==> config.mk <==
export PLATFORM = sky130hd
export DESIGN_NAME = rcm_channel_mux
export DESIGN_NICKNAME = d
export VERILOG_FILES = /design/src/verilog/rcm_pkg.sv /design/src/verilog/rcm_sync.sv /design/src/verilog/rcm_edge.sv /design/src/verilog/rcm_channel_mux.sv
export SDC_FILE = /design/constraint.sdc
export NUM_CORES = 1
export LEC_CHECK = 0
export BUFFER_PORTS_ARGS = -buffer_cell sky130_fd_sc_hd__buf_2
export CAP_MARGIN = 5
export CORE_MARGIN = 3
export CORE_UTILIZATION = 45
export DETAILED_ROUTE_END_ITERATION = 10
export GPL_ROUTABILITY_DRIVEN = 0
export GPL_TIMING_DRIVEN = 0
export PLACE_DENSITY = 0.72
export SETUP_SLACK_MARGIN = 0.5
export SLEW_MARGIN = 20
export SYNTH_ARGS = -nofsm -noshare
export SYNTH_HDL_FRONTEND = slang
export SYNTH_SLANG_ARGS = --single-unit
==> constraint.sdc <==
create_clock -name CLK_I -period 4.7 [get_ports CLK_I]
set_clock_uncertainty 0.2 [all_clocks]
set_input_delay 0.705 -clock CLK_I [delete_from_list [all_inputs] [get_ports CLK_I]]
set_output_delay 0.705 -clock CLK_I [all_outputs]
set_load 0.02 [all_outputs]
==> src/verilog/rcm_pkg.sv <==
/*
  Constants, field layout and types for one event channel input selector.
  Assumes a single 20 MHz peripheral clock and an Avalon-MM register port.
*/
package rcm_pkg;

  // Register byte offsets
  localparam logic [3:0] CTRL_OFS  = 4'h0;
  localparam logic [3:0] VALUE_OFS = 4'h4;

  // Control register field positions
  localparam int SIG_POS      = 0;
  localparam int SRC_POS      = 8;
  localparam int EDGE_FLD_POS = 20;

  // Values after reset
  localparam logic [6:0]  SRC_RST  = 7'h00;
  localparam logic [2:0]  SIG_RST  = 3'h0;
  localparam logic [31:0] RDATA_RST = 32'h0000_0000;

  // Synchroniser width for asynchronous sources
  localparam int ASYNC_W = 26;

  // Source select codes
  localparam logic [6:0] SRC_NONE   = 7'h00;
  localparam logic [6:0] SRC_PINS_H = 7'h0d;
  localparam logic [6:0] SRC_LPTIM  = 7'h0e;
  localparam logic [6:0] SRC_PCNT0  = 7'h0f;
  localparam logic [6:0] SRC_PCNT1  = 7'h10;
  localparam logic [6:0] SRC_PCNT2  = 7'h11;
  localparam logic [6:0] SRC_CLKMGT = 7'h12;
  localparam logic [6:0] SRC_DAC    = 7'h18;
  localparam logic [6:0] SRC_ULTIM  = 7'h1a;
  localparam logic [6:0] SRC_SER0   = 7'h30;
  localparam logic [6:0] SRC_SER1   = 7'h31;
  localparam logic [6:0] SRC_SER2   = 7'h32;
  localparam logic [6:0] SRC_SER3   = 7'h33;
  localparam logic [6:0] SRC_TIM0   = 7'h3c;
  localparam logic [6:0] SRC_TIM1   = 7'h3d;
  localparam logic [6:0] SRC_WTIM0  = 7'h3e;
  localparam logic [6:0] SRC_WTIM1  = 7'h3f;

  // Edge detection choice
  typedef enum logic [1:0] {
    EDGE_OFF  = 2'b00,
    EDGE_POS  = 2'b01,
    EDGE_NEG  = 2'b10,
    EDGE_BOTH = 2'b11
  } rcm_edge_t;

  localparam rcm_edge_t EDGE_RST = EDGE_OFF;

endpackage

==> src/verilog/rcm_sync.sv <==
/*
  Three-stage synchroniser with agreement filter for a vector of levels.
  Assumes inputs are asynchronous to CLK_I; output is registered.
*/
`timescale 1ns/10ps
module rcm_sync #(
  parameter int WIDTH = rcm_pkg::ASYNC_W
) (
  input  wire logic             clk_i,
  input  wire logic             reset_n_i,
  input  wire logic [WIDTH-1:0] async_i,
  output logic      [WIDTH-1:0] sync_o
);

  typedef struct packed {
    logic [WIDTH-1:0] s1;
    logic [WIDTH-1:0] s2;
    logic [WIDTH-1:0] s3;
    logic [WIDTH-1:0] stable;
  } rcm_sync_st_t;

  rcm_sync_st_t st_ff;
  rcm_sync_st_t nxt_st;

  ////////////////////////////////////////////////////////////////////////
  // Chain; a bit changes only once stages two and three agree
  always_comb begin
    nxt_st    = st_ff;
    nxt_st.s1 = async_i;
    nxt_st.s2 = st_ff.s1;
    nxt_st.s3 = st_ff.s2;
    for (int i = 0; i < WIDTH; i++) begin
      if (st_ff.s2[i] == st_ff.s3[i]) begin
        nxt_st.stable[i] = st_ff.s3[i];
      end
    end
  end

  // State register
  always_ff @(posedge clk_i or negedge reset_n_i) begin
    if (!reset_n_i) begin
      st_ff <= '0;
    end else begin
      st_ff <= nxt_st;
    end
  end

  assign sync_o = st_ff.stable;

endmodule

==> src/verilog/rcm_edge.sv <==
/*
  Edge detector for the selected channel level.
  Assumes level_i is already on CLK_I; pulse output is registered.
*/
`timescale 1ns/10ps
module rcm_edge (
  input  wire logic              clk_i,
  input  wire logic              reset_n_i,
  input  wire logic              level_i,
  input  rcm_pkg::rcm_edge_t     mode_i,
  output logic                   out_o
);

  typedef struct packed {
    logic prev;
    logic out;
  } rcm_edge_st_t;

  rcm_edge_st_t st_ff;
  rcm_edge_st_t nxt_st;

  ////////////////////////////////////////////////////////////////////////
  // Pass level or form one-cycle pulses per chosen edge
  always_comb begin
    nxt_st      = st_ff;
    nxt_st.prev = level_i;
    case (mode_i)
      rcm_pkg::EDGE_OFF:  nxt_st.out = level_i;
      rcm_pkg::EDGE_POS:  nxt_st.out = level_i & ~st_ff.prev;
      rcm_pkg::EDGE_NEG:  nxt_st.out = ~level_i & st_ff.prev;
      rcm_pkg::EDGE_BOTH: nxt_st.out = level_i ^ st_ff.prev;
      default:            nxt_st.out = 1'b0;
    endcase
  end

  // State register
  always_ff @(posedge clk_i or negedge reset_n_i) begin
    if (!reset_n_i) begin
      st_ff <= '0;
    end else begin
      st_ff <= nxt_st;
    end
  end

  assign out_o = st_ff.out;

endmodule

==> src/verilog/rcm_channel_mux.sv <==
/*
  Input selection multiplexer for one event routing channel, upper
  source codes, with an Avalon-MM control/status register port.
  Asynchronous producers reach CHANNEL_INPUT_O five edges after a change,
  synchronous ones one edge after; a selection change may give one pulse.
  Assumes producers on CLK_I except those routed through the synchroniser.
  Assumes a master that holds each request until it sees waitrequest low;
  writes land at that completing edge.
*/
`timescale 1ns/10ps
module rcm_channel_mux (
  input  wire logic        CLK_I,
  input  wire logic        RESET_N_I,
  // Avalon-MM slave
  input  wire logic [3:0]  AVS_ADDRESS_I,
  input  wire logic        AVS_READ_I,
  input  wire logic        AVS_WRITE_I,
  input  wire logic [3:0]  AVS_BYTEENABLE_I,
  input  wire logic [31:0] AVS_WRITEDATA_I,
  output logic      [31:0] AVS_READDATA_O,
  output logic             AVS_WAITREQUEST_O,
  // Asynchronous producers
  input  wire logic [7:0]  UPPER_PIN_GROUP_I,
  input  wire logic [1:0]  LOWPOWER_TIMER_OUT_I,
  input  wire logic [2:0]  PULSE_COUNTER_COMPARE_MATCH_I,
  input  wire logic [2:0]  PULSE_COUNTER_WRAP_I,
  input  wire logic [2:0]  PULSE_COUNTER_DIRECTION_I,
  input  wire logic [1:0]  CLOCK_OUTPUT_I,
  input  wire logic [2:0]  OPAMP_WARMED_I,
  input  wire logic [2:0]  OPAMP_VALID_I,
  input  wire logic [2:0]  OPAMP_STATUS_SELECT_I,
  input  wire logic        ULTRALOW_TIMER_PERIOD_I,
  // Producers on CLK_I (infrared bit 1 is asynchronous)
  input  wire logic [1:0]  DAC_CHANNEL_DONE_I,
  input  wire logic [1:0]  SERIAL_INFRARED_OUT_I,
  input  wire logic [3:0]  SERIAL_TRANSMIT_COMPLETE_I,
  input  wire logic [3:0]  SERIAL_RECEIVE_VALID_I,
  input  wire logic [3:0]  SERIAL_RTS_I,
  input  wire logic [3:0]  SERIAL_TX_I,
  input  wire logic [3:0]  SERIAL_CS_I,
  input  wire logic [1:0]  TIMER_UNDERFLOW_I,
  input  wire logic [1:0]  TIMER_OVERFLOW_I,
  input  wire logic [7:0]  TIMER_COMPARE_CAPTURE_I,
  input  wire logic [1:0]  WIDE_TIMER_UNDERFLOW_I,
  input  wire logic [1:0]  WIDE_TIMER_OVERFLOW_I,
  input  wire logic [7:0]  WIDE_TIMER_COMPARE_CAPTURE_I,
  // Channel
  output logic             CHANNEL_INPUT_O,
  output logic             CHANNEL_OUTPUT_O
);

  typedef struct packed {
    logic [6:0]         source_select;
    logic [2:0]         signal_select;
    rcm_pkg::rcm_edge_t edge_detect_choice;
    logic               waitreq;
    logic [31:0]        rdata;
    logic               level;
  } rcm_mux_st_t;

  rcm_mux_st_t st_ff;
  rcm_mux_st_t nxt_st;

  // Synchroniser input and output; op-amp status is chosen ahead of it
  logic [rcm_pkg::ASYNC_W-1:0] async_raw;
  logic [rcm_pkg::ASYNC_W-1:0] async_sync;
  logic [2:0]                  opamp_raw;

  // Synchronised producer groups, one slice each
  logic [7:0]                  pins_s;
  logic [1:0]                  lptim_s;
  logic [2:0]                  pc_cmp_s;
  logic [2:0]                  pc_wrap_s;
  logic [2:0]                  pc_dir_s;
  logic [1:0]                  clk_s;
  logic [2:0]                  opamp_s;
  logic                        ultim_s;
  logic                        irda2_s;

  // Edge stage output and bus handshake terms
  logic                        chan_out;
  logic                        req;
  logic                        take;
  logic                        done;

  ////////////////////////////////////////////////////////////////////////
  // Signal decode shared by the four serial ports
  function automatic logic sel_serial(
    input logic       has_irda,
    input logic       irda,
    input logic       txc,
    input logic       rxv,
    input logic       rts,
    input logic       tx,
    input logic       cs,
    input logic [2:0] sig
  );
    logic r;
    r = 1'b0;
    case (sig)
      3'h0:    r = has_irda & irda;
      3'h1:    r = txc;
      3'h2:    r = rxv;
      3'h3:    r = rts;
      3'h5:    r = tx;
      3'h6:    r = cs;
      default: r = 1'b0;
    endcase
    return r;
  endfunction

  // Signal decode shared by the four timers
  function automatic logic sel_timer(
    input logic       has_cc3,
    input logic       uf,
    input logic       of,
    input logic [3:0] cc,
    input logic [2:0] sig
  );
    logic r;
    r = 1'b0;
    case (sig)
      3'h0:    r = uf;
      3'h1:    r = of;
      3'h2:    r = cc[0];
      3'h3:    r = cc[1];
      3'h4:    r = cc[2];
      3'h5:    r = has_cc3 & cc[3];
      default: r = 1'b0;
    endcase
    return r;
  endfunction

  // Low bits pick from a small group, out of range gives low
  function automatic logic sel_group(
    input logic [7:0] grp,
    input logic [3:0] count,
    input logic [2:0] sig
  );
    return ({1'b0, sig} < count) ? grp[sig] : 1'b0;
  endfunction

  ////////////////////////////////////////////////////////////////////////
  // Op-amp status chosen by each amplifier's mode, then synchronised
  always_comb begin
    for (int i = 0; i < 3; i++) begin
      opamp_raw[i] = OPAMP_STATUS_SELECT_I[i] ? OPAMP_VALID_I[i] : OPAMP_WARMED_I[i];
    end
  end

  // Asynchronous sources gathered for the synchroniser
  assign async_raw = {SERIAL_INFRARED_OUT_I[1], ULTRALOW_TIMER_PERIOD_I, opamp_raw,
                      CLOCK_OUTPUT_I, PULSE_COUNTER_DIRECTION_I, PULSE_COUNTER_WRAP_I,
                      PULSE_COUNTER_COMPARE_MATCH_I, LOWPOWER_TIMER_OUT_I,
                      UPPER_PIN_GROUP_I};

  rcm_sync #(
    .WIDTH (rcm_pkg::ASYNC_W)
  ) u_sync (
    .clk_i     (CLK_I),
    .reset_n_i (RESET_N_I),
    .async_i   (async_raw),
    .sync_o    (async_sync)
  );

  // Synchronised slices
  assign pins_s    = async_sync[7:0];
  assign lptim_s   = async_sync[9:8];
  assign pc_cmp_s  = async_sync[12:10];
  assign pc_wrap_s = async_sync[15:13];
  assign pc_dir_s  = async_sync[18:16];
  assign clk_s     = async_sync[20:19];
  assign opamp_s   = async_sync[23:21];
  assign ultim_s   = async_sync[24];
  assign irda2_s   = async_sync[25];

  ////////////////////////////////////////////////////////////////////////
  // Bus handshake: request taken while waitrequest is high, completed at
  // the following edge, where waitrequest is seen low
  assign req  = AVS_READ_I | AVS_WRITE_I;
  assign take = req & st_ff.waitreq;
  assign done = AVS_WRITE_I & ~st_ff.waitreq;

  // Register access and channel selection
  always_comb begin
    nxt_st         = st_ff;
    nxt_st.waitreq = ~take;

    // Read data formed when taken, so it stands at the completing edge
    if (take) begin
      nxt_st.rdata = rcm_pkg::RDATA_RST;
      if (AVS_READ_I && AVS_ADDRESS_I == rcm_pkg::CTRL_OFS) begin
        nxt_st.rdata = {10'h000, st_ff.edge_detect_choice, 5'h00,
                        st_ff.source_select, 5'h00, st_ff.signal_select};
      end else if (AVS_READ_I && AVS_ADDRESS_I == rcm_pkg::VALUE_OFS) begin
        nxt_st.rdata = {30'h0000_0000, chan_out, st_ff.level};
      end
    end

    // A write lands only at the edge that completes it, never while waiting;
    // the value word and unmapped places ignore writes
    if (done && AVS_ADDRESS_I == rcm_pkg::CTRL_OFS) begin
      if (AVS_BYTEENABLE_I[0]) begin
        nxt_st.signal_select = AVS_WRITEDATA_I[rcm_pkg::SIG_POS +: 3];
      end
      if (AVS_BYTEENABLE_I[1]) begin
        nxt_st.source_select = AVS_WRITEDATA_I[rcm_pkg::SRC_POS +: 7];
      end
      if (AVS_BYTEENABLE_I[2]) begin
        nxt_st.edge_detect_choice = rcm_pkg::rcm_edge_t'(AVS_WRITEDATA_I[rcm_pkg::EDGE_FLD_POS +: 2]);
      end
    end

    // Source and signal decode
    // Asynchronous groups read synchronised copies; the rest is on CLK_I already
    case (st_ff.source_select)
      rcm_pkg::SRC_NONE:
        nxt_st.level = 1'b0;
      rcm_pkg::SRC_PINS_H:
        nxt_st.level = pins_s[st_ff.signal_select];
      rcm_pkg::SRC_LPTIM:
        nxt_st.level = sel_group({6'h00, lptim_s}, 4'h2, st_ff.signal_select);
      rcm_pkg::SRC_PCNT0:
        nxt_st.level = sel_group({5'h00, pc_dir_s[0], pc_wrap_s[0], pc_cmp_s[0]},
                                 4'h3, st_ff.signal_select);
      rcm_pkg::SRC_PCNT1:
        nxt_st.level = sel_group({5'h00, pc_dir_s[1], pc_wrap_s[1], pc_cmp_s[1]},
                                 4'h3, st_ff.signal_select);
      rcm_pkg::SRC_PCNT2:
        nxt_st.level = sel_group({5'h00, pc_dir_s[2], pc_wrap_s[2], pc_cmp_s[2]},
                                 4'h3, st_ff.signal_select);
      rcm_pkg::SRC_CLKMGT:
        nxt_st.level = sel_group({6'h00, clk_s}, 4'h2, st_ff.signal_select);
      rcm_pkg::SRC_DAC:
        nxt_st.level = sel_group({3'h0, opamp_s, DAC_CHANNEL_DONE_I},
                                 4'h5, st_ff.signal_select);
      rcm_pkg::SRC_ULTIM:
        nxt_st.level = sel_group({7'h00, ultim_s}, 4'h1, st_ff.signal_select);
      rcm_pkg::SRC_SER0:
        nxt_st.level = sel_serial(1'b1, SERIAL_INFRARED_OUT_I[0], SERIAL_TRANSMIT_COMPLETE_I[0],
                                  SERIAL_RECEIVE_VALID_I[0], SERIAL_RTS_I[0], SERIAL_TX_I[0],
                                  SERIAL_CS_I[0], st_ff.signal_select);
      rcm_pkg::SRC_SER1:
        nxt_st.level = sel_serial(1'b0, 1'b0, SERIAL_TRANSMIT_COMPLETE_I[1],
                                  SERIAL_RECEIVE_VALID_I[1], SERIAL_RTS_I[1], SERIAL_TX_I[1],
                                  SERIAL_CS_I[1], st_ff.signal_select);
      rcm_pkg::SRC_SER2:
        nxt_st.level = sel_serial(1'b1, irda2_s, SERIAL_TRANSMIT_COMPLETE_I[2],
                                  SERIAL_RECEIVE_VALID_I[2], SERIAL_RTS_I[2], SERIAL_TX_I[2],
                                  SERIAL_CS_I[2], st_ff.signal_select);
      rcm_pkg::SRC_SER3:
        nxt_st.level = sel_serial(1'b0, 1'b0, SERIAL_TRANSMIT_COMPLETE_I[3],
                                  SERIAL_RECEIVE_VALID_I[3], SERIAL_RTS_I[3], SERIAL_TX_I[3],
                                  SERIAL_CS_I[3], st_ff.signal_select);
      rcm_pkg::SRC_TIM0:
        nxt_st.level = sel_timer(1'b0, TIMER_UNDERFLOW_I[0], TIMER_OVERFLOW_I[0],
                                 TIMER_COMPARE_CAPTURE_I[3:0], st_ff.signal_select);
      rcm_pkg::SRC_TIM1:
        nxt_st.level = sel_timer(1'b1, TIMER_UNDERFLOW_I[1], TIMER_OVERFLOW_I[1],
                                 TIMER_COMPARE_CAPTURE_I[7:4], st_ff.signal_select);
      rcm_pkg::SRC_WTIM0:
        nxt_st.level = sel_timer(1'b0, WIDE_TIMER_UNDERFLOW_I[0], WIDE_TIMER_OVERFLOW_I[0],
                                 WIDE_TIMER_COMPARE_CAPTURE_I[3:0], st_ff.signal_select);
      rcm_pkg::SRC_WTIM1:
        nxt_st.level = sel_timer(1'b1, WIDE_TIMER_UNDERFLOW_I[1], WIDE_TIMER_OVERFLOW_I[1],
                                 WIDE_TIMER_COMPARE_CAPTURE_I[7:4], st_ff.signal_select);
      default:
        nxt_st.level = 1'b0;
    endcase
  end

  ////////////////////////////////////////////////////////////////////////
  // State register
  always_ff @(posedge CLK_I or negedge RESET_N_I) begin
    if (!RESET_N_I) begin
      st_ff.source_select      <= rcm_pkg::SRC_RST;
      st_ff.signal_select      <= rcm_pkg::SIG_RST;
      st_ff.edge_detect_choice <= rcm_pkg::EDGE_RST;
      st_ff.waitreq            <= 1'b1;
      st_ff.rdata              <= rcm_pkg::RDATA_RST;
      st_ff.level              <= 1'b0;
    end else begin
      st_ff <= nxt_st;
    end
  end

  // Edge detect stage
  rcm_edge u_edge (
    .clk_i     (CLK_I),
    .reset_n_i (RESET_N_I),
    .level_i   (st_ff.level),
    .mode_i    (st_ff.edge_detect_choice),
    .out_o     (chan_out)
  );

  // Outputs straight from flip-flops
  assign AVS_READDATA_O    = st_ff.rdata;
  assign AVS_WAITREQUEST_O = st_ff.waitreq;
  assign CHANNEL_INPUT_O   = st_ff.level;
  assign CHANNEL_OUTPUT_O  = chan_out;

endmodule

==> results.json, run 1 <==
{
  "outcome": "finished clean",
  "routed_wl_mm": 10.5,
  "cp.required_ns": 4.76,
  "critical_path_class": "reg2reg",
  "setup_tns_ns": 0,
  "fin_total_pwr_mw": 2.93,
  "clockRootBuffer": "clkbuf_16",
  "cp.arrival_ns": 2.35,
  "ys_async_sr_fraction_pct": 100,
  "worstPathCellList": "buf_6 > buf_6 > buf_6 > mux2i_1 > o2bb2ai_1 > o211ai_1 > nand2_1 > nor4_1 > nand3_1",
  "cts_setup_buffers": 0,
  "p_per_area_nw_per_um2": 447,
  "yosysMostFrequentCell": "dfrtp_1",
  "cts_sinks": 132,
  "ys_ff_latch": 132,
  "routed_via_density": 4.98,
  "yosysUniqueCellTypes": 48,
  "path_clk_slew_ns": 0.06,
  "antenna_found_initial": 1,
  "yosysTopAreaCell": "dfrtp_1",
  "endpoint_kind": "flop",
  "synth-edff-count": 0,
  "reg2reg_to": "CHANNEL_INPUT_O",
  "rows": 38,
  "leakage_nw": 3.09,
  "vias": 3292,
  "min_path_type": "in2async",
  "grt_pass1_wl_mm": 17.5,
  "slew_viol_final": 0,
  "ant_nets": 0,
  "clock_path_buffers": 2,
  "rsz0062_at_grt": "no",
  "final_layout_size_suffix_gt1_share_pct": 40.7,
  "cts_buffers": 17,
  "gr-usage-all-layers_pct": 17.8,
  "ir_drop_mv": 0.271,
  "synth_common_cells": "dfrtp_1 (131), buf_4 (33), maj3_1 (26)",
  "cts_tree": "done",
  "finalCritPeriodShare_pct": 48.7,
  "slowest_stage": "dfrtp_1",
  "start_kind": "flop",
  "synth.avg_cell_area_sq_um": 14.3,
  "start_util_pct": 46.6,
  "crit_path_frequent_cell": "buf_6",
  "final_util_pct": 59.9,
  "die_area_sq_um": 12600,
  "syn_area_sq_um": 5100,
  "syn_inst": 356,
  "synth_top_area_share_pct": 64.3,
  "cp_slowest_stage_delay_ns": 0.34,
  "grt_start_max_net_pins": 81,
  "synth_area_leaders": "dfrtp_1 (64%), maj3_1 (5.1%), buf_4 (4.9%), mux2_2 (4.6%), mux2i_1 (3.5%)",
  "portBuffers": 114,
  "n_antenna_cell": 0,
  "drc": 0,
  "area_growth_pct": 28.5,
  "design.core.area_sq_um": 10900,
  "cts_hold_buf": 0,
  "grt_pass1_vias": 3526,
  "period_minus_slack_ns": 2.29,
  "setup_viol": 0,
  "first_pass_iters": 5,
  "timing.final.ws_setup_ns": 2.41,
  "place_hpwl_mm": 7.73,
  "yosysWarningCount": 0,
  "clkLatencyLatePin_ns": 0.40,
  "startpoint": "st_ff[36]",
  "die_h_um": 112,
  "worst_pin_slew_ns": 0.677,
  "path_max_fanout": 10,
  "place_ws_ns": 2.29,
  "rrSetupSlack_ns": 2.41,
  "fill_cells": 888,
  "final-hold-violation-count": 0,
  "yosysSeqAreaShare_pct": 64.8,
  "max_freq_mhz": 437,
  "die-width_um": 112,
  "slew_headroom_pct": 54.5,
  "h-tree-depth": 4,
  "ys.flop_type": "dfrtp_1",
  "detail_route.iter0.violations": 170,
  "io-pin-count": 158,
  "ctsResizeCount": 0,
  "reg2regPathDepth": 9,
  "r2r_start": "st_ff[36]",
  "fin_nets": 634,
  "wl_per_cell_um": 15.9,
  "maxCapViolations": 0,
  "grt_overflow_total": 0
}
-- cell usage in the layout (no fill, tap or decap), types with 4 or more instances in the layout --
cell,count
o21ai_0,14
nand2_1,9
mux2i_1,18
inv_1,6
dfrtp_1,131
o211ai_1,6
clkbuf_1,6
buf_4,33
buf_2,117
a22o_1,10
conb_1,20
nand4_1,4
nor2_1,9
nand3b_1,8
a21oi_1,4
clkinvlp_4,4
maj3_1,26
clkbuf_16,17
buf_6,4
nor4_1,5
mux2_2,21
-- kinds of logic after synthesis --
| group | count (synthesis) | share of synthesized area (%) |
|---|---|---|
| buf+inv | 51 | 6.73 |
| simple gates | 52 | 6.06 |
| fa+ha+maj | 28 | 5.60 |
| compound gates | 48 | 6.73 |
| mux | 43 | 9.80 |
| other cells | 1 | 0.0736 |
| xor+xnor | 1 | 0.172 |
| flops | 132 | 64.8 |
-- flip-flops by register name, indices dropped and copies added (netlist names) --
signal             count
u_edge.out_o           1
u_sync.st_ff          26
st_ff                 12
u_sync.nxt_st         52
AVS_READDATA_O        12
CHANNEL_INPUT_O        1
AVS_WAITREQUEST_O      1
u_sync.sync_o         26
u_edge.st_ff           1
-- worst max-delay path, delay by kind of cell, from the launching register on --
kind,cells,cell delay (ns)
AO/OA/AOI/OAI,2,0.33
buffers and inverters,3,0.52
flip-flops,1,0.34
multiplexers,1,0.24
AND/OR/NAND/NOR,3,0.51
-- where the power goes --
part	total, mW	switching (mW)	internal (mW)
registers	1.27	0.0488	1.22
clock network	1.32	0.473	0.846
logic	0.342	0.182	0.160
-- worst max-delay path by stage --
stage                        endpoint  slack, ns  cells after the start
finish                CHANNEL_INPUT_O       2.41                      9
global placement    u_sync.nxt_st[66]       1.11                      1
floorplan             CHANNEL_INPUT_O       2.60                      6
global route          CHANNEL_INPUT_O       2.31                      8
CTS                   CHANNEL_INPUT_O       2.45                      9
detailed placement    CHANNEL_INPUT_O       2.29                      7
-- per-layer routing --
layer / vias to the layer above / wire length (um) / track usage (%)
met5: - / 9 / 0
met4: 2 / 191 / 7.37
met3: 22 / 836 / 4.96
met2: 157 / 5080 / 28.8
met1: 1578 / 4420 / 22.9
li1: 1533 / - / -
-- layout make-up --
class | instances | area (sq um) | area share [%]
Sequential cell | 132 | 3300 | 50.5
Multi-Input combinational cell | 192 | 1520 | 23.2
Timing Repair Buffer | 115 | 604 | 9.23
Clock buffer | 19 | 443 | 6.77
Buffer | 45 | 320 | 4.89
Tap cell | 140 | 175 | 2.68
Clock inverter | 12 | 156 | 2.39
Inverter | 6 | 22.5 | 0.344
-- through the flow --
| step | cell area (sq um) | cells | hold slack, ns |
|---|---|---|---|
| after floorplan | 5170 | 375 | 0.131 |
| after global placement | 5910 | 629 | 0.133 |
| after detailed placement | 5950 | 630 | 0.135 |
| after CTS | 6550 | 661 | 0.0520 |
| after global routing | 6550 | 661 | 0.0807 |
| final | 6550 | 661 | 0.0438 |
Note: power is estimated with default switching activity, not from simulation.
==> run 2, diff against run 1 <==
--- a/config.mk
+++ b/config.mk
@@ -5,6 +5,7 @@
 export SDC_FILE = /design/constraint.sdc
 export NUM_CORES = 1
 export LEC_CHECK = 0
+export ABC_AREA = 1
 export BUFFER_PORTS_ARGS = -buffer_cell sky130_fd_sc_hd__buf_2
 export CAP_MARGIN = 5
 export CORE_MARGIN = 3
@@ -12,7 +13,7 @@
 export DETAILED_ROUTE_END_ITERATION = 10
 export GPL_ROUTABILITY_DRIVEN = 0
 export GPL_TIMING_DRIVEN = 0
-export PLACE_DENSITY = 0.72
+export PLACE_DENSITY = 0.71
 export SETUP_SLACK_MARGIN = 0.5
 export SLEW_MARGIN = 20
 export SYNTH_ARGS = -nofsm -noshare
==> constraint.sdc (replaced) <==
create_clock -name CLK_I -period 2.2 [get_ports CLK_I]
set_clock_uncertainty 0.2 [all_clocks]
set_input_delay 0.33 -clock CLK_I [delete_from_list [all_inputs] [get_ports CLK_I]]
set_output_delay 0.33 -clock CLK_I [all_outputs]
set_load 0.02 [all_outputs]
==> run 2 against run 1 <==
  * Global-route usage increased by 1.8 points
  * Sequential power increased by 110%
  * Worst hold slack got worse by 0.028 ns
  * Wire length increased by 21%
  * Cell area increased by 13%
  * Non-clock buffer count increased by 53
  * Critical path depth increased by 2
  * Critical endpoint unchanged
==> results.json, run 2 <==
{
  "outcome": "finished clean",
  "die_area_sq_um": 13000,
  "ir_drop_mv": 0.562,
  "place_hpwl_mm": 8.64,
  "holdPathStages": 3,
  "cts_buffers": 17,
  "area_growth_pct": 40.5,
  "syn_area_sq_um": 5260,
  "path_clk_slew_ns": 0.06,
  "synth_area_leaders": "dfrtp_1 (62%), nand2_1 (8.9%), maj3_1 (5.0%), buf_4 (4.9%), nand3_1 (3.9%)",
  "cp.required_ns": 2.35,
  "max_freq_mhz": 576,
  "die_h_um": 114,
  "critical_path_class": "reg2reg",
  "portBuffers": 114,
  "place_ws_ns": 0.418,
  "grt_overflow_total": 0,
  "ys.flop_type": "dfrtp_1",
  "yosysMostFrequentCell": "dfrtp_1",
  "fin_nets": 834,
  "synth_common_cells": "dfrtp_1 (131), nand2_1 (125), nor2_1 (48)",
  "ys_async_sr_fraction_pct": 100,
  "path_max_fanout": 5,
  "p_seq_share_pct": 42.0,
  "fill_cells": 833,
  "synth-edff-count": 0,
  "syn_inst": 502,
  "swShare_pct": 27.1,
  "slew_headroom_pct": 60.6,
  "design.core.area_sq_um": 11100,
  "reg2regPathDepth": 11,
  "comb_power_share_pct": 13.1,
  "final_cell_area_sq_um": 7380,
  "vias": 4176,
  "die-width_um": 114,
  "maxCapViolations": 0,
  "yosysSeqAreaShare_pct": 62.9,
  "cts_tree": "done",
  "final-hold-violation-count": 0,
  "n_antenna_cell": 0,
  "endpoint_kind": "flop",
  "yosysTopAreaCell": "dfrtp_1",
  "h-tree-depth": 4,
  "rows": 38,
  "start_kind": "flop",
  "clkLatencyLatePin_ns": 0.41,
  "grt_start_max_net_pins": 68,
  "dpl.cell_count": 776,
  "cp_slowest_stage_delay_ns": 0.45,
  "grt_pass1_vias": 4157,
  "worst_pin_slew_ns": 0.591,
  "largest_reg_flops": 52,
  "wl_per_cell_um": 14.8,
  "layout_commonest_cell": "dfrtp_1",
  "ant_nets": 0,
  "yosysWarningCount": 0,
  "cp.arrival_ns": 1.88,
  "finalNonFillerCells": 862,
  "timing.final.ws_setup_ns": 0.465,
  "gr-usage-all-layers_pct": 19.7,
  "grt_pass1_wl_mm": 19.6,
  "min_to": "st_ff[35]",
  "detail_route.iter0.violations": 316,
  "synth.avg_cell_area_sq_um": 10.5,
  "min_path_type": "in2reg",
  "rsz0062_at_grt": "yes",
  "ys_ff_latch": 132,
  "slowest_stage": "dfrtp_2",
  "place_area_sq_um": 6110,
  "drc": 0,
  "p_sw_mw": 1.74,
  "layout_common_cells": "dfrtp_1 (130), nand2_1 (119), buf_2 (117)",
  "finalCritPeriodShare_pct": 78.9,
  "worstPathCellList": "buf_8 > nor2_4 > buf_6 > nand2_4 > nand3_4 > nand2_2 > nand2_1 > nand2_1 > nand3_1 > nor2_1 > nand3_1",
  "setup_tns_ns": 0,
  "rrSetupSlack_ns": 0.47,
  "clock_path_buffers": 2,
  "routed_wl_mm": 12.7,
  "antenna_found_initial": 0,
  "yosysUniqueCellTypes": 30,
  "holdWs_ns": 0.0155,
  "setup_viol": 0,
  "intPower_mw": 4.69,
  "clockRootBuffer": "clkbuf_16",
  "pwr-share-clk_pct": 44.9,
  "io-pin-count": 158,
  "routed_via_density": 4.84,
  "first_pass_iters": 5,
  "final_layout_size_suffix_gt1_share_pct": 33.0,
  "cts_sinks": 132,
  "leakage_nw": 3.67,
  "reg2reg_to": "CHANNEL_INPUT_O",
  "start_util_pct": 47.2,
  "r2r_start": "st_ff[36]",
  "period_minus_slack_ns": 1.73,
  "synth_top_area_share_pct": 62.4,
  "p_per_area_nw_per_um2": 871,
  "min-delay-start": "AVS_WRITEDATA_I[21]",
  "slew_viol_final": 0
}
[run 2: changes by cell type after synthesis, moves of 6 or more]
cell      delta
o21ai_0      -8
nand3_1     +39
mux2_2      -16
nor2_1      +39
mux2i_1     -18
nand2_1    +116
a21oi_1      +7
nand3b_1     -8
inv_1       +18
o31ai_1      +8
o211ai_1     -6
a22o_1      -10
[run 2: worst max-delay path by stage]
| stage | from | end | slack, ns | depth (start not counted) |
|---|---|---|---|---|
| 5_1_grt | st_ff[36] | CHANNEL_INPUT_O | 0.40 | 11 |
| 3_3_place_gp | RESET_N_I | u_sync.nxt_st[60] | -0.98 | 1 |
| 3_5_place_dp | st_ff[37] | CHANNEL_INPUT_O | 0.42 | 10 |
| 2_1_floorplan | st_ff[38] | CHANNEL_INPUT_O | 0.71 | 10 |
| 6_report | st_ff[36] | CHANNEL_INPUT_O | 0.47 | 11 |
| 4_1_cts | st_ff[36] | CHANNEL_INPUT_O | 0.50 | 11 |
[run 2: kinds of logic after synthesis]
family          count (synthesis)  share of synthesized area [%]
buf+inv                        71                           8.31
mux                             5                           1.07
simple gates                  235                           18.9
flops                         132                           62.9
other cells                     1                         0.0714
fa+ha+maj                      28                           5.43
compound gates                 30                           3.36
[run 2: routing by layer]
| layer | track usage, % | share of wire (%) | vias to the layer above |
|---|---|---|---|
| met5 | 0 | 0 | - |
| met4 | 7.44 | 1.8 | 0 |
| met3 | 5.50 | 7.6 | 25 |
| met2 | 31.9 | 49 | 188 |
| li1 | - | - | 1983 |
| met1 | 25.4 | 42 | 1980 |
[run 2: timing repair]
action	4_1_cts	5_1_grt
pin swaps	0	19
endpoints found under the setup margin	1	4
setup buffers	0	8
hold buffers	40	6
cloned	0	3
hold endpoints to repair	102	3
gates resized for setup	10	29
[run 2: power by group through the flow]
stage,Sequential [mW],Combinational (mW),Clock (mW)
after floorplan,2.72,0.406,0
after global placement,2.73,0.655,0
after detailed placement,2.74,0.680,0
after CTS,2.70,0.756,2.92
after global routing,2.72,0.923,3.04
final,2.70,0.844,2.89
[run 2: cell type report]
class	count	area [sq um]	area share, %
flip-flops and latches	132	3310	44.8
multi-input cells	318	1690	22.8
repair buffers	169	1140	15.4
clock buffers	17	425	5.76
plain buffers	44	360	4.88
clock inverters	15	188	2.54
well taps	140	175	2.37
inverters	27	109	1.47
[run 2: critical path, delay by kind of cell, from the launching register on]
family | cells | cell delay (ns)
buf+inv | 2 | 0.33
flops | 1 | 0.45
simple gates | 9 | 0.70
[run 2: through the flow]
step	total power, mW	util [%]
after global routing	6.69	66.4
after global placement	3.38	54.6
after detailed placement	3.42	54.9
final	6.44	66.4
after CTS	6.38	64.3
after floorplan	3.12	-
==> run 3, diff against run 2 <==
--- a/config.mk
+++ b/config.mk
@@ -5,7 +5,7 @@
 export SDC_FILE = /design/constraint.sdc
 export NUM_CORES = 1
 export LEC_CHECK = 0
-export ABC_AREA = 1
+export ABC_AREA = 0
 export BUFFER_PORTS_ARGS = -buffer_cell sky130_fd_sc_hd__buf_2
 export CAP_MARGIN = 5
 export CORE_MARGIN = 3
@@ -13,7 +13,7 @@
 export DETAILED_ROUTE_END_ITERATION = 10
 export GPL_ROUTABILITY_DRIVEN = 0
 export GPL_TIMING_DRIVEN = 0
-export PLACE_DENSITY = 0.71
+export PLACE_DENSITY = 0.74
 export SETUP_SLACK_MARGIN = 0.5
 export SLEW_MARGIN = 20
 export SYNTH_ARGS = -nofsm -noshare
==> constraint.sdc (replaced) <==
create_clock -name CLK_I -period 1.5 [get_ports CLK_I]
set_clock_uncertainty 0.2 [all_clocks]
set_input_delay 0.225 -clock CLK_I [delete_from_list [all_inputs] [get_ports CLK_I]]
set_output_delay 0.225 -clock CLK_I [all_outputs]
set_load 0.02 [all_outputs]
==> run 3 against run 2 <==
  * The flow now finishes with violations (hold timing, setup timing)
  * Cell area rose by 0.53%
  * Clock power increased by 43%
  * Via count fell by 15%
  * Worst hold slack worse by 0.41 ns
  * Highest routed layer is now met5
  * Sequential power rose by 48%
==> results.json, run 3 (same netlist as run 1, synthesis figures left out) <==
{
  "die-width_um": 112,
  "rsz0062_at_grt": "yes",
  "period_minus_slack_ns": 2.23,
  "die_area_sq_um": 12600,
  "maxCapViolations": 0,
  "setup_tns_ns": -1.94,
  "area_growth_pct": 45.7,
  "antenna_found_initial": 1,
  "cts_sinks": 132,
  "largest_reg_flops": 52,
  "leakage_nw": 3.51,
  "grt_overflow_total": 0,
  "vias": 3554,
  "start_util_pct": 46.6,
  "max_freq_mhz": 448,
  "routed_via_density": 4.96,
  "grt_pass1_vias": 3699,
  "cts_buffers": 17,
  "first_pass_iters": 6,
  "fin_nets": 688,
  "regArea_sq_um": 3310,
  "cts_hold_buf": 23,
  "setup_viol": 25,
  "wl_per_cell_um": 16.7,
  "routed_wl_mm": 11.9,
  "path_clk_slew_ns": 0.06,
  "cp.required_ns": 1.58,
  "io-pin-count": 158,
  "ant_nets": 0,
  "ir_drop_mv": 1.16,
  "fill_cells": 754,
  "final-hold-violation-count": 80,
  "place_ws_ns": -0.739,
  "fin_total_pwr_mw": 9.50,
  "critical_path_class": "reg2reg",
  "timing.final.ws_setup_ns": -0.731,
  "design.core.area_sq_um": 10900,
  "reg2regPathDepth": 7,
  "portBuffers": 114,
  "rows": 38,
  "clock_path_buffers": 2,
  "holdWs_ns": -0.395,
  "n_antenna_cell": 0,
  "finalCritPeriodShare_pct": 149,
  "min_path_type": "in2async",
  "h-tree-depth": 4,
  "start_kind": "flop",
  "die_h_um": 112,
  "endpoint_kind": "flop",
  "place_hpwl_mm": 7.82,
  "gr-usage-all-layers_pct": 19.4,
  "layout_common_cells": "dfrtp_1 (130), buf_2 (100), buf_4 (47)",
  "grt_pass1_wl_mm": 18.6,
  "cp.arrival_ns": 2.31,
  "detail_route.iter0.violations": 227,
  "drc": 0,
  "outcome": "finished with violations",
  "grt_start_max_net_pins": 68,
  "violations": "hold timing, setup timing",
  "worst_pin_slew_ns": 0.608,
  "clockRootBuffer": "clkbuf_16",
  "path_max_fanout": 9,
  "layout_commonest_cell": "dfrtp_1",
  "multi_input_area_sq_um": 1710,
  "p_per_area_nw_per_um2": 1280,
  "clkLatencyLatePin_ns": 0.41,
  "slew_viol_final": 0,
  "slew_headroom_pct": 59.5,
  "rrSetupSlack_ns": -0.73,
  "cts_tree": "done",
  "final_layout_size_suffix_gt1_share_pct": 50.2
}
## run 3: area by class of cell
class,instances,share of cell area (%)
repair buffers,168,15.8
well taps,140,2.36
flip-flops and latches,132,44.5
inverters,6,0.303
clock inverters,14,2.26
multi-input cells,193,23.0
plain buffers,45,5.78
clock buffers,18,5.92
## run 3: final timing paths
check / end / startpoint
max: CHANNEL_INPUT_O / st_ff[36]
min: u_sync.sync_o[9] / RESET_N_I
max reg2reg: CHANNEL_INPUT_O / st_ff[36]
min reg2reg: u_sync.nxt_st[40] / u_sync.nxt_st[66]
max in group asynchronous: st_ff[37] / RESET_N_I
min in group CLK_I: st_ff[37] / AVS_WRITEDATA_I[1]
## run 3: worst max-delay path, stage by stage (launching register included)
cell,delay [ns]
dfrtp_1,0.34
buf_6,0.15
buf_4,0.12
mux4_1,0.55
o21ai_0,0.26
o21ai_0,0.18
nor4_2,0.20
nand3_1,0.10
## run 3: repair_timing
item,in CTS,in global routing
gates cloned,2,0
endpoints found under the hold margin,104,80
gates resized for setup,64,8
setup endpoints to repair,65,68
setup buffers,21,8
pin swaps,10,3
## run 3: metal layers
metal	wire length (um)	up-vias	GRT usage [%]
met2	6260	144	33.2
met3	714	27	7.17
met1	4730	1738	22.5
met4	221	2	7.13
li1	-	1643	-
met5	7	-	0
## run 3: power by group
group | switching (mW) | leakage, nW | internal [mW]
clock network | 1.60 | 0.292 | 2.54
logic | 0.646 | 1.63 | 0.730
registers | 0.177 | 1.59 | 3.82
total | 2.42 | 3.51 | 7.08
## run 3: stage by stage
stage          area [sq um]  hold WS (ns)  cells  util (%)
2_1_floorplan          5310        -0.271    375         -
3_3_place_gp           6060         0.133    629      55.4
3_5_place_dp           6090        0.0592    630      55.7
4_1_cts                7350        -0.383    708      67.2
5_1_grt                7420        -0.363    716      67.9
6_report               7420        -0.395    716      67.9
